**src/cie_pkg.sv**
```systemverilog
// Shared constants, types and helpers of the instruction-execute core.
package cie_pkg;
	localparam logic [15:0] PC_RESET       = 16'h0000;
	localparam logic [15:0] SP_RESET       = 16'h04FF;
	localparam logic [7:0]  STATUS_FLAGS_REGISTER_RESET     = 8'h00;
	localparam logic [15:0] IO_DATA_OFFSET = 16'h0020;
	localparam logic [15:0] IO_BIT_LIMIT   = 16'h0040;
	localparam logic [15:0] IO_PORT_LAST   = 16'h005F;
	localparam logic [15:0] ONE_WORD       = 16'h0001;
	localparam logic [15:0] TWO_WORDS      = 16'h0002;
	localparam logic [4:0]  REG_R0         = 5'h00;
	localparam logic [4:0]  REG_R1         = 5'h01;
	localparam logic [4:0]  REG_ZL         = 5'h1E;
	localparam logic [4:0]  REG_ZH         = 5'h1F;
	localparam logic [15:0] OP_PTR_JUMP    = 16'h9409;
	localparam logic [15:0] OP_PTR_CALL    = 16'h9509;
	localparam int          FLAG_C         = 0;
	localparam int          FLAG_Z         = 1;
	localparam int          FLAG_N         = 2;
	localparam int          FLAG_V         = 3;
	localparam int          FLAG_S         = 4;
	localparam int          FLAG_H         = 5;
	localparam logic [3:0]  ALU_CPC        = 4'h1;
	localparam logic [3:0]  ALU_SBC        = 4'h2;
	localparam logic [3:0]  ALU_ADD        = 4'h3;
	localparam logic [3:0]  ALU_CP         = 4'h5;
	localparam logic [3:0]  ALU_SUB        = 4'h6;
	localparam logic [3:0]  ALU_ADC        = 4'h7;
	localparam logic [3:0]  ALU_AND        = 4'h8;
	localparam logic [3:0]  ALU_EOR        = 4'h9;
	localparam logic [3:0]  ALU_OR         = 4'hA;

	typedef enum logic [2:0] {ST_EXEC, ST_STALL, ST_SKIP, ST_OPER, ST_PUSH} cie_state_e;
	typedef enum logic [2:0] {OP_ADD, OP_SUB, OP_AND, OP_OR, OP_EOR} cie_alu_op_e;

	// Direct load, store, jump and call carry a second word.
	function automatic logic is_two_word(input logic [15:0] w);
		return ((w[15:10] == 6'h24) && (w[3:0] == 4'h0))
			|| ((w[15:9] == 7'h4A) && (w[3:2] == 2'h3));
	endfunction

	// I/O numbers sit above the register file in data space.
	function automatic logic [15:0] io_to_data(input logic [5:0] a);
		return {10'h000, a} + IO_DATA_OFFSET;
	endfunction
endpackage

```
**src/cie_alu.sv**
```systemverilog
// Byte adder, subtractor and logic unit with its flag outputs.
module cie_alu (
	// Operation and operands
	input  wire cie_pkg::cie_alu_op_e op,
	input  wire logic [7:0]           a,
	input  wire logic [7:0]           b,
	input  wire logic                 cin,
	// Result and flags
	output logic [7:0]                res,
	output logic                      hf,
	output logic                      vf,
	output logic                      nf,
	output logic                      zf,
	output logic                      cf
);
	logic [8:0] sum;
	logic [4:0] nib;

	always_comb
	begin
		sum = {1'b0, a} + {1'b0, b} + {8'h00, cin};
		nib = {1'b0, a[3:0]} + {1'b0, b[3:0]} + {4'h0, cin};
		vf = 1'b0;
		if (op == cie_pkg::OP_SUB)
		begin
			sum = {1'b0, a} - {1'b0, b} - {8'h00, cin};
			nib = {1'b0, a[3:0]} - {1'b0, b[3:0]} - {4'h0, cin};
		end
		res = sum[7:0];
		case (op)
		cie_pkg::OP_ADD: vf = (a[7] == b[7]) && (res[7] != a[7]);
		cie_pkg::OP_SUB: vf = (a[7] != b[7]) && (res[7] != a[7]);
		cie_pkg::OP_AND: res = a & b;
		cie_pkg::OP_OR:  res = a | b;
		cie_pkg::OP_EOR: res = a ^ b;
		default: res = sum[7:0];
		endcase
		hf = nib[4];
		cf = sum[8];
	end

	assign nf = res[7];
	assign zf = (res == 8'h00);
endmodule

```
**src/cie_mul.sv**
```systemverilog
// Combinational byte multiplier covering signed, unsigned, mixed and fractional forms.
module cie_mul (
	// Operands and form
	input  wire logic [7:0] a,
	input  wire logic [7:0] b,
	input  wire logic       a_signed,
	input  wire logic       b_signed,
	input  wire logic       frac,
	// Product and flags
	output logic [15:0]     prod,
	output logic            zf,
	output logic            cf
);
	logic signed [8:0]  ax;
	logic signed [8:0]  bx;
	logic signed [17:0] full;

	assign ax = {a_signed & a[7], a};
	assign bx = {b_signed & b[7], b};
	assign full = ax * bx;
	// Carry takes the top bit before the fractional shift drops it.
	assign cf = full[15];
	assign prod = frac ? {full[14:0], 1'b0} : full[15:0];
	assign zf = (prod == 16'h0000);
endmodule

```
**src/cie_core.sv**
```systemverilog
// Instruction-execute core: decode, register file, flags, program counter and data bus.
// Function
// RULE1: Add two registers, optionally with carry, set Z C N V H, one cycle.
// RULE2: Add or subtract constant on a register pair, set Z C N V S, two cycles.
// RULE3: Subtract register or constant, optionally with borrow, set Z C N V H, one cycle.
// RULE4: AND, OR, exclusive-OR set only Z N V and take one cycle; the code also updates S.
// RULE5: Set-mask ORs a constant in; clear-mask ANDs with the complemented mask.
// RULE6: Zero-minus test ANDs a register with itself, value unchanged, sets Z N V.
// RULE7: Byte multiplies put the product in R1:R0, set Z C, two cycles.
// RULE8: Fractional multiplies shift the product left once before storing, two cycles.
// RULE9: Pointer jump loads the program counter from Z in two cycles, flags kept.
// RULE10: Pointer call saves the return address, jumps to Z, three cycles.
// RULE11: Compare with constant subtracts without storing, sets Z N V C H.
// RULE12: Compare-skip-equal skips the next instruction when both registers match.
// RULE13: Register bit skips test one bit and skip the next instruction.
// RULE14: I/O bit skips test one I/O bit and skip the next instruction.
// RULE15: Flag branches jump to PC plus offset plus one, one or two cycles.
// RULE16: Signed branches test N XOR V, taken at 0 for ge, 1 for lt.
// RULE17: Unsigned branches test carry, same as carry-clear and carry-set branches.
// RULE18: Bit set, clear and bit skips reach only I/O locations 0x00 to 0x1F.
// RULE19: Bit set and clear touch only the addressed bit.
// RULE20: Port access uses I/O 0x00 to 0x3F; data space adds 0x20.
// RULE21: Extended I/O 0x60 to 0xFF is reached only by data-space loads and stores.
// RULE22: Software writes reserved bits as zero and never writes reserved addresses.
// RULE23: Absolute jump and call run only on the largest program memory variant.
// RULE24: A taken skip passes over one or two words, costing two or three cycles.
module cie_core #(
	parameter bit          LARGE_PM = 1'b1,
	parameter logic [15:0] SP_INIT  = cie_pkg::SP_RESET
) (
	// Clock, reset and clock enable
	input  wire logic        sys_clk,
	input  wire logic        sys_rst,
	input  wire logic        ce,
	// Program memory, word valid in the same cycle
	output logic [15:0]      pm_addr,
	input  wire logic [15:0] pm_data,
	// Data space bus, read data valid in the same cycle
	output logic [15:0]      dbus_addr,
	output logic             dbus_re,
	output logic             dbus_we,
	output logic [7:0]       dbus_wdata,
	output logic [7:0]       dbus_wmask,
	input  wire logic [7:0]  dbus_rdata,
	// Status
	output logic [7:0]       status_flags
);
	cie_pkg::cie_state_e  state_q;
	cie_pkg::cie_state_e  state_d;
	cie_pkg::cie_alu_op_e alu_op;
	logic [15:0]          pc_q, pc_d, sp_q, sp_d, tgt_q, tgt_d, ir_q, ir_d;
	logic [15:0]          zptr, ret_addr, wv, wres, k6, prod, br_target, rj_target;
	logic [7:0]           status_flags_register_q, status_flags_register_d, rd_val, rr_val, k8, alu_b, alu_res;
	logic [7:0]           wd1, wd2, bit_mask;
	logic [7:0]           rf_q [32];
	logic [4:0]           rd_sel, rr_sel, wa1, wa2;
	logic [3:0]           alu_code;
	logic [2:0]           bit_sel;
	logic                 we1, we2, alu_use_c, alu_store, alu_logic, use_imm;
	logic                 alu_h, alu_v, alu_n, alu_z, alu_c, mul_z, mul_c;
	logic                 mul_sa, mul_sb, mul_fr, br_taken, push_lo, skip_if;
	logic                 fl_arith, fl_logic, fl_word, fl_mul, fl_branch, fl_bitio, fl_port;

	assign pm_addr = pc_q;
	assign status_flags = status_flags_register_q;
	assign rd_val = rf_q[rd_sel];
	assign rr_val = rf_q[rr_sel];
	assign k8 = {pm_data[11:8], pm_data[3:0]};
	assign k6 = {10'h000, pm_data[7:6], pm_data[3:0]};
	assign bit_sel = pm_data[2:0];
	assign bit_mask = 8'h01 << bit_sel;
	assign zptr = {rf_q[cie_pkg::REG_ZH], rf_q[cie_pkg::REG_ZL]};
	assign ret_addr = pc_q + cie_pkg::ONE_WORD;
	assign wv = {rf_q[rd_sel + 5'h01], rd_val};
	assign wres = pm_data[8] ? (wv - k6) : (wv + k6);
	assign br_taken = (status_flags_register_q[bit_sel] != pm_data[10]);
	assign br_target = pc_q + {{9{pm_data[9]}}, pm_data[9:3]} + cie_pkg::ONE_WORD;
	assign rj_target = pc_q + {{4{pm_data[11]}}, pm_data[11:0]} + cie_pkg::ONE_WORD;

	// Register selection per encoding; the operand word of a direct access names ir_q.
	always_comb
	begin
		rd_sel = pm_data[8:4];
		rr_sel = {pm_data[9], pm_data[3:0]};
		use_imm = pm_data[14] || (pm_data[15:12] == 4'h3);
		if (use_imm && !pm_data[15])
			rd_sel = {1'b1, pm_data[7:4]};
		if (pm_data[15:12] == 4'hE)
			rd_sel = {1'b1, pm_data[7:4]};
		if (pm_data[15:9] == 7'h4B)
			rd_sel = {2'h3, pm_data[5:4], 1'b0};
		if (pm_data[15:8] == 8'h02)
		begin
			rd_sel = {1'b1, pm_data[7:4]};
			rr_sel = {1'b1, pm_data[3:0]};
		end
		if (pm_data[15:8] == 8'h03)
		begin
			rd_sel = {2'h2, pm_data[6:4]};
			rr_sel = {2'h2, pm_data[2:0]};
		end
		if (state_q == cie_pkg::ST_OPER)
			rd_sel = ir_q[8:4];
	end

	// Immediate forms fold onto their register twins so one table serves both.
	always_comb
	begin
		alu_code = pm_data[13:10];
		case (pm_data[15:12])
		4'h3: alu_code = cie_pkg::ALU_CP;
		4'h4: alu_code = cie_pkg::ALU_SBC;
		4'h5: alu_code = cie_pkg::ALU_SUB;
		4'h6: alu_code = cie_pkg::ALU_OR; // RULE5
		4'h7: alu_code = cie_pkg::ALU_AND; // RULE5
		default: alu_code = pm_data[13:10];
		endcase
		case (alu_code)
		cie_pkg::ALU_ADD, cie_pkg::ALU_ADC: alu_op = cie_pkg::OP_ADD;
		cie_pkg::ALU_AND: alu_op = cie_pkg::OP_AND;
		cie_pkg::ALU_EOR: alu_op = cie_pkg::OP_EOR;
		cie_pkg::ALU_OR: alu_op = cie_pkg::OP_OR;
		default: alu_op = cie_pkg::OP_SUB;
		endcase
		alu_use_c = (alu_code == cie_pkg::ALU_CPC) || (alu_code == cie_pkg::ALU_SBC)
			|| (alu_code == cie_pkg::ALU_ADC);
		alu_store = (alu_code != cie_pkg::ALU_CPC) && (alu_code != cie_pkg::ALU_CP); // RULE11
		alu_logic = (alu_op == cie_pkg::OP_AND) || (alu_op == cie_pkg::OP_OR)
			|| (alu_op == cie_pkg::OP_EOR);
		alu_b = use_imm ? k8 : rr_val;
	end

	cie_alu u_alu (
		.op  (alu_op),
		.a   (rd_val),
		.b   (alu_b),
		.cin (alu_use_c & status_flags_register_q[cie_pkg::FLAG_C]),
		.res (alu_res),
		.hf  (alu_h),
		.vf  (alu_v),
		.nf  (alu_n),
		.zf  (alu_z),
		.cf  (alu_c)
	);

	cie_mul u_mul (
		.a        (rd_val),
		.b        (rr_val),
		.a_signed (mul_sa),
		.b_signed (mul_sb),
		.frac     (mul_fr),
		.prod     (prod),
		.zf       (mul_z),
		.cf       (mul_c)
	);

	always_comb
	begin
		pc_d = pc_q;
		state_d = cie_pkg::ST_EXEC;
		status_flags_register_d = status_flags_register_q;
		sp_d = sp_q;
		tgt_d = tgt_q;
		ir_d = ir_q;
		we1 = 1'b0;
		we2 = 1'b0;
		wa1 = rd_sel;
		wa2 = rd_sel + 5'h01;
		wd1 = alu_res;
		wd2 = 8'h00;
		dbus_addr = 16'h0000;
		dbus_re = 1'b0;
		dbus_we = 1'b0;
		dbus_wdata = 8'h00;
		dbus_wmask = 8'hFF;
		mul_sa = 1'b0;
		mul_sb = 1'b0;
		mul_fr = 1'b0;
		push_lo = 1'b0;
		skip_if = 1'b0;
		fl_arith = 1'b0;
		fl_logic = 1'b0;
		fl_word = 1'b0;
		fl_mul = 1'b0;
		fl_branch = 1'b0;
		fl_bitio = 1'b0;
		fl_port = 1'b0;
		case (state_q)
		cie_pkg::ST_EXEC:
		begin
			pc_d = ret_addr;
			casez (pm_data)
			cie_pkg::OP_PTR_JUMP:
			begin
				pc_d = zptr; // RULE9
				state_d = cie_pkg::ST_STALL;
			end
			cie_pkg::OP_PTR_CALL:
			begin
				pc_d = pc_q;
				tgt_d = zptr; // RULE10
				push_lo = 1'b1;
			end
			16'b1001010?????11??:
			begin
				ir_d = pm_data;
				state_d = LARGE_PM ? cie_pkg::ST_OPER : cie_pkg::ST_EXEC;
				if (!LARGE_PM)
					pc_d = pc_q + cie_pkg::TWO_WORDS; // RULE23
			end
			16'b100100????????00:
			begin
				ir_d = pm_data;
				state_d = cie_pkg::ST_OPER;
			end
			16'b0001_00??_????_????:
				skip_if = (rd_val == rr_val); // RULE12
			16'b1111_11??_????_0???:
				skip_if = (rd_val[bit_sel] == pm_data[9]); // RULE13
			16'b1001_10?1_????_????:
			begin
				fl_bitio = 1'b1;
				dbus_re = 1'b1;
				dbus_addr = cie_pkg::io_to_data({1'b0, pm_data[7:3]}); // RULE18
				skip_if = (dbus_rdata[bit_sel] == pm_data[9]); // RULE14
			end
			16'b1001_10?0_????_????:
			begin
				fl_bitio = 1'b1;
				dbus_we = 1'b1;
				dbus_addr = cie_pkg::io_to_data({1'b0, pm_data[7:3]}); // RULE18
				dbus_wmask = bit_mask; // RULE19
				dbus_wdata = pm_data[9] ? bit_mask : 8'h00;
				state_d = cie_pkg::ST_STALL;
			end
			16'b1011_????_????_????:
			begin
				fl_port = 1'b1;
				dbus_addr = cie_pkg::io_to_data({pm_data[10:9], pm_data[3:0]}); // RULE20
				dbus_re = !pm_data[11];
				dbus_we = pm_data[11];
				dbus_wdata = rd_val;
				we1 = !pm_data[11];
				wd1 = dbus_rdata;
			end
			16'b1111_0???_????_????:
			begin
				fl_branch = 1'b1;
				if (br_taken)
				begin
					pc_d = br_target; // RULE15 RULE16 RULE17
					state_d = cie_pkg::ST_STALL;
				end
			end
			16'b1100_????_????_????:
			begin
				pc_d = rj_target;
				state_d = cie_pkg::ST_STALL;
			end
			16'b1001_011?_????_????:
			begin
				fl_word = 1'b1;
				we1 = 1'b1;
				we2 = 1'b1;
				wd1 = wres[7:0]; // RULE2
				wd2 = wres[15:8];
				state_d = cie_pkg::ST_STALL;
				status_flags_register_d[cie_pkg::FLAG_N] = wres[15];
				status_flags_register_d[cie_pkg::FLAG_Z] = (wres == 16'h0000);
				status_flags_register_d[cie_pkg::FLAG_V] = pm_data[8] ? (wv[15] & ~wres[15]) : (~wv[15] & wres[15]);
				status_flags_register_d[cie_pkg::FLAG_C] = pm_data[8] ? (wres[15] & ~wv[15]) : (~wres[15] & wv[15]);
				status_flags_register_d[cie_pkg::FLAG_S] = status_flags_register_d[cie_pkg::FLAG_N] ^ status_flags_register_d[cie_pkg::FLAG_V];
			end
			16'b1001_11??_????_????, 16'b0000_001?_????_????:
			begin
				fl_mul = 1'b1;
				mul_fr = !pm_data[10] && pm_data[8] && (pm_data[7] || pm_data[3]); // RULE8
				mul_sa = !pm_data[10] && !(!pm_data[7] && pm_data[3] && pm_data[8]);
				mul_sb = !pm_data[10] && !(pm_data[8] && (pm_data[3] || !pm_data[7]));
				we1 = 1'b1;
				we2 = 1'b1;
				wa1 = cie_pkg::REG_R0; // RULE7
				wa2 = cie_pkg::REG_R1;
				wd1 = prod[7:0];
				wd2 = prod[15:8];
				status_flags_register_d[cie_pkg::FLAG_Z] = mul_z;
				status_flags_register_d[cie_pkg::FLAG_C] = mul_c;
				state_d = cie_pkg::ST_STALL;
			end
			16'b1110_????_????_????:
			begin
				we1 = 1'b1;
				wd1 = k8;
			end
			16'b0000_01??_????_????, 16'b0000_1???_????_????, 16'b0001_01??_????_????,
			16'b0001_1???_????_????, 16'b0010_0???_????_????, 16'b0010_10??_????_????,
			16'b0011_????_????_????, 16'b01??_????_????_????:
			begin
				we1 = alu_store; // RULE1 RULE3 RULE6
				fl_arith = !alu_logic;
				fl_logic = alu_logic; // RULE4
			end
			default: pc_d = ret_addr;
			endcase
			if (skip_if)
				state_d = cie_pkg::ST_SKIP;
			if (fl_arith || fl_logic)
			begin
				status_flags_register_d[cie_pkg::FLAG_N] = alu_n;
				status_flags_register_d[cie_pkg::FLAG_V] = alu_v;
				status_flags_register_d[cie_pkg::FLAG_S] = alu_n ^ alu_v;
				status_flags_register_d[cie_pkg::FLAG_Z] = alu_z;
			end
			if (fl_arith)
			begin
				status_flags_register_d[cie_pkg::FLAG_H] = alu_h;
				status_flags_register_d[cie_pkg::FLAG_C] = alu_c;
				// Borrow-chained subtract and compare forms keep zero only if the earlier byte was zero too.
				if (alu_use_c && (alu_op == cie_pkg::OP_SUB))
					status_flags_register_d[cie_pkg::FLAG_Z] = alu_z & status_flags_register_q[cie_pkg::FLAG_Z];
			end
		end
		cie_pkg::ST_SKIP:
		begin
			pc_d = pc_q + (cie_pkg::is_two_word(pm_data) ? cie_pkg::TWO_WORDS
				: cie_pkg::ONE_WORD); // RULE24
			if (cie_pkg::is_two_word(pm_data))
				state_d = cie_pkg::ST_STALL;
		end
		cie_pkg::ST_OPER:
		begin
			pc_d = ret_addr;
			casez (ir_q)
			16'b1001010?????110?:
			begin
				pc_d = pm_data;
				state_d = cie_pkg::ST_STALL;
			end
			16'b1001010?????111?:
			begin
				pc_d = pc_q;
				tgt_d = pm_data;
				push_lo = 1'b1;
			end
			16'b1001_000?_????_????:
			begin
				dbus_re = 1'b1;
				dbus_addr = pm_data; // RULE21
				we1 = 1'b1;
				wd1 = dbus_rdata;
			end
			default:
			begin
				dbus_we = 1'b1;
				dbus_addr = pm_data; // RULE21
				dbus_wdata = rd_val;
			end
			endcase
		end
		cie_pkg::ST_PUSH:
		begin
			dbus_we = 1'b1;
			dbus_addr = sp_q;
			dbus_wdata = ret_addr[15:8];
			sp_d = sp_q - cie_pkg::ONE_WORD;
			pc_d = tgt_q; // RULE10
			state_d = cie_pkg::ST_STALL;
		end
		default: state_d = cie_pkg::ST_EXEC;
		endcase
		// The low return byte goes first so the high byte ends on top of the stack.
		if (push_lo)
		begin
			dbus_we = 1'b1;
			dbus_addr = sp_q;
			dbus_wdata = ret_addr[7:0];
			sp_d = sp_q - cie_pkg::ONE_WORD;
			state_d = cie_pkg::ST_PUSH;
		end
	end

	always_ff @(posedge sys_clk)
	begin
		if (sys_rst)
		begin
			state_q <= cie_pkg::ST_EXEC;
			pc_q <= cie_pkg::PC_RESET;
		end
		else if (ce)
		begin
			state_q <= state_d;
			pc_q <= pc_d;
		end
	end

	always_ff @(posedge sys_clk)
	begin
		if (sys_rst)
		begin
			status_flags_register_q <= cie_pkg::STATUS_FLAGS_REGISTER_RESET;
			sp_q <= SP_INIT;
			tgt_q <= cie_pkg::PC_RESET;
			ir_q <= 16'h0000;
		end
		else if (ce)
		begin
			status_flags_register_q <= status_flags_register_d;
			sp_q <= sp_d;
			tgt_q <= tgt_d;
			ir_q <= ir_d;
		end
	end

	// Working registers hold data only, so they are left out of reset.
	always_ff @(posedge sys_clk)
	begin
		if (ce && we1)
			rf_q[wa1] <= wd1;
		if (ce && we2)
			rf_q[wa2] <= wd2;
	end
endmodule

```
**config.mk**
```make
export PLATFORM = sky130hd
export DESIGN_NAME = cie_core
export DESIGN_NICKNAME = d
export VERILOG_FILES = /design/src/cie_pkg.sv /design/src/cie_alu.sv /design/src/cie_mul.sv /design/src/cie_core.sv
export SDC_FILE = /design/constraint.sdc
export NUM_CORES = 2
export LEC_CHECK = 0
export BUFFER_PORTS_ARGS = -buffer_cell sky130_fd_sc_hd__buf_2
export CAP_MARGIN = 40
export CORE_MARGIN = 2
export CORE_UTILIZATION = 55
export DETAILED_ROUTE_END_ITERATION = 8
export HOLD_SLACK_MARGIN = 0.02
export PLACE_DENSITY_LB_ADDON = 0.05
export SETUP_SLACK_MARGIN = 0.2
export SLEW_MARGIN = 30
export SYNTH_ARGS = -nofsm -noshare
export SYNTH_HDL_FRONTEND = slang
export SYNTH_SLANG_ARGS = --single-unit
```
**constraint.sdc**
```tcl
create_clock -name sys_clk -period 14.31 [get_ports sys_clk]
set_input_delay 1.431 -clock sys_clk [delete_from_list [all_inputs] [get_ports sys_clk]]
set_output_delay 1.431 -clock sys_clk [all_outputs]
set_load 0.02 [all_outputs]
```
==> metrics.md <==
| Metric | Value |
|---|---|
| Sequential area share after synthesis | 0.309 |
| R2R depth | 35 |
| Worst slew margin | 0.349 |
| Actual slew at the worst max-slew pin | 0.976 ns |
| Layout cells sized above 1 | 0.172 |
| Post-synthesis xor/xnor area fraction | 0.0323 |
| Dominant synthesized flop cell | edfxtp_1 |
| Cell count along the critical path | 35 |
| Crit path to | rf_q[27][6] |
| Clock-pin slew on the worst setup and hold paths | 0.06 ns |
| Vias in the first global route | between 20000 and 30000 |
| Reg-to-Reg Start | state_q[0] |
| Final GP Congestion | 0.981 |
| Residual DRC | 0 |
| Final WL | 117000 µm |
| Worst Setup Path Type | input port to register |
| Worst Setup Start Kind | input port |
| Largest family of logic cells by synthesized area | compound AO/OA/AOI/OAI gates |
| Compound-cell area share of the yosys netlist | 0.184 |
| CP Buf/Inv Count | 10 |
| Async set-reset flop share out of synthesis | 0 |
| Max cap viols | 0 |
| Floorplan core area | 0.0529 mm² |
| Post-CTS Setup Bufs | 0 |
| First-pass GRT wire length | 172000 µm |
| Post-CTS Resized | 0 |
| H-tree depth | 2 |
| DIE AREA | 0.0556 mm² |
| Pins over their slew limit | 0 |
| Cell mode on critical path | fa_1 |
| Routed Antenna Nets | 0 |
| Warnings, synthesis | 0 |
| Tightest hold margin | 0.468 ns |
| Post-Layout Cell Count | 3801 |
| Boundary pin count | 85 |
| Fmax | 0.0907 GHz |
| Worst hold path type | register to register |
| Leading area contributor after synthesis | edfxtp_1 |
| Rows | 84 |
| Post-Synth Simple-Gate Area | 0.158 |
| Mapped cell area | about 0.03 mm² |
| Worst vdd ir | 0.000132 V |
| Clock sink count | ~330 |
| Status | finished clean |
| Commonest non-fill, non-tap cell in the layout | nand2_1 |
| Minimum clock period | 11.03 ns |
| Cells after Synth | between 3000 and 4000 |
| Die H | 236 µm |
| Starting Density | 0.559 |
| RR Endpoint | rf_q[27][6] |
| Vias | 27500 |
| Maximum clock path buffer count | 3 |
| Later-pin clock latency in the skew report | ~0.6 ns |
| EDFF count, synth | approximately 260 |
| Final Hold Viols | 0 |
| CP arrival | 11.34 ns |
| Reg2Reg Setup Slack | 3.84 ns |
| Vias per inst | approximately 7.2 |
| Die Width | 236 µm |
| Hold buffers post-CTS | 0 |
| Synth top area share | 0.260 |
| CTS Buf Count | 40 |
| CTS tree | done |
| Synth Area in Adders | 0.101 |
| Critical path's top delay family | adder cells |
| Dpl hpwl | around 82000 µm |
| GRT Total Usage | 0.415 |
| Max Fanout on Critical Path | 62 |
| CP peak stage delay | 0.69 ns |
| Crit. End Element | register |
| Leakage | 12.3 nW |
| PortBufs | 82 |
| RSZ-0062 raised after global routing | false |
| Global route total overflow | 0 |
| Main area contributors after synthesis | edfxtp_1 (26%), mux4_2 (13%), ha_1 (5.3%), dfxtp_1 (4.9%), fa_1 (4.8%) |
| Final setup fails | 0 |
| Largest net degree at the start of global routing | 87 |
| Mux share of post-synthesis cell area | 0.157 |
| Crit share post-route | 0.771 |
| Distinct cell type count after synthesis | between 90 and 100 |
| Initial antenna violation count | 2 |
| DR WL/cell | 30.7 µm |
| Cells after DPL | 3722 |
| Pwr/cell area | about 140 mW/mm² |
| CP max-delay cell | o21ai_1 |
| DR iter-0 viols | 3985 |
| Setup TNS | 0 ns |
| Worst EP required | between 10 and 15 ns |
| CP startpoint | pm_data[10] |
| Syn-to-layout area delta | 9.50% |
| Syn avg cell area | 9.51 µm² |
| Worst Skew | 0.0218 ns |
| Root Buffer | clkbuf_16 |
| Router iterations before antenna repair | 6 |
| NumNets Final | 3303 |
| Synthesized flop and latch total | 328 |
| Most frequent cells in the layout | nand2_1 (375), edfxtp_1 (256), nor2_1 (234) |
==> layout make-up <==
cell class              count  area [µm²]
clock inverters            27         289
flip-flops and latches    328        9130
inverters                 165         619
multi-input cells        2346       19000
diodes                      2        5.00
well taps                 688         861
repair buffers            199        1370
clock buffers              46        1050
fillers                  4503       20500
==> flip-flops by register name (all words and copies together) (netlist names) <==
name,flops
state_q,3
rf_q,256
ir_q,15
sp_q,16
tgt_q,16
pm_addr,16
status_flags,6
==> worst min-delay path by stage <==
stage	depth (start not counted)	slack [ns]	end	from
final	1	0.47	ir_q[11]	ir_q[11]
after global routing	1	0.50	ir_q[13]	ir_q[13]
after detailed placement	1	0.45	ir_q[14]	ir_q[14]
after global placement	2	0.44	ir_q[12]	ir_q[12]
after floorplan	1	0.43	ir_q[11]	ir_q[11]
after CTS	1	0.47	ir_q[14]	ir_q[14]
==> through the flow <==
stage	area, µm²	utilization	total power, mW	setup slack, ns
after detailed placement	30900	0.585	3.42	2.98
after global routing	32300	0.612	4.76	2.84
after CTS	32300	0.611	4.49	3.58
after floorplan	29500	-	2.71	4.83
final	32300	0.612	4.51	3.28
after global placement	30600	0.580	3.37	3.11
==> cell usage after synthesis, types with 9 or more instances <==
library cell and count:
mux2i_1 58, fa_1 71, nand3b_1 15, a21o_1 16, a21oi_1 131, nand2b_1 23
ha_1 125, mux2_2 19, buf_2 32, a31oi_1 12, or3_1 9, a221oi_1 32
and2_1 24, nor4_1 31, nand4_1 32, o31ai_1 10, and3_1 14, nand2_1 375
dfxtp_1 72, a211o_1 28, xnor2_1 66, o21ai_1 9, a222oi_1 14, edfxtp_1 256
a22o_1 36, a211oi_1 15, buf_1 19, o221ai_1 11, mux4_2 168, clkbuf_1 206
o21bai_1 15, nand3_1 92, inv_1 158, o211ai_1 62, a22oi_1 9, nor2_1 260
xor2_1 41, o21a_1 28, a2111oi_0 41, nor2b_1 15, a311oi_1 18, o22ai_1 22
a221o_1 30, nor3_1 86, o21ai_0 182
==> power by group <==
group          switching, mW  leakage (nW)  internal (mW)  total [mW]
sequential            0.0201          2.90           1.12        1.14
clock                  0.460         0.649          0.609        1.07
combinational           1.43          8.71          0.862        2.30
total                   1.91          12.3           2.60        4.51
==> worst reg2reg max path: cells and delay by family, from the launching register on <==
| family | cells | cell delay, ns |
|---|---|---|
| compound gates | 8 | 1.86 |
| mux | 2 | 0.61 |
| simple gates | 9 | 2.03 |
| buf+inv | 10 | 2.57 |
| flops | 1 | 0.31 |
| fa+ha+maj | 6 | 2.83 |
==> layer usage <==
metal / vias up / routed length (µm) / global-route usage / part of all wire
li1: 11700 / - / - / -
met1: 13400 / 43300 / 0.545 / 0.37
met2: 2008 / 50400 / 0.615 / 0.43
met3: 439 / 14900 / 0.110 / 0.13
met4: 2 / 8050 / 0.254 / 0.069
met5: - / 13 / 0 / 0.00011
==> cell families after synthesis <==
| logic type | Yosys count |
|---|---|
| xor+xnor | 108 |
| compound gates | 777 |
| fa+ha+maj | 196 |
| other cells | 1 |
| flops | 328 |
| buf+inv | 432 |
| mux | 248 |
| simple gates | 1015 |
(Power assumes the default switching activity.)
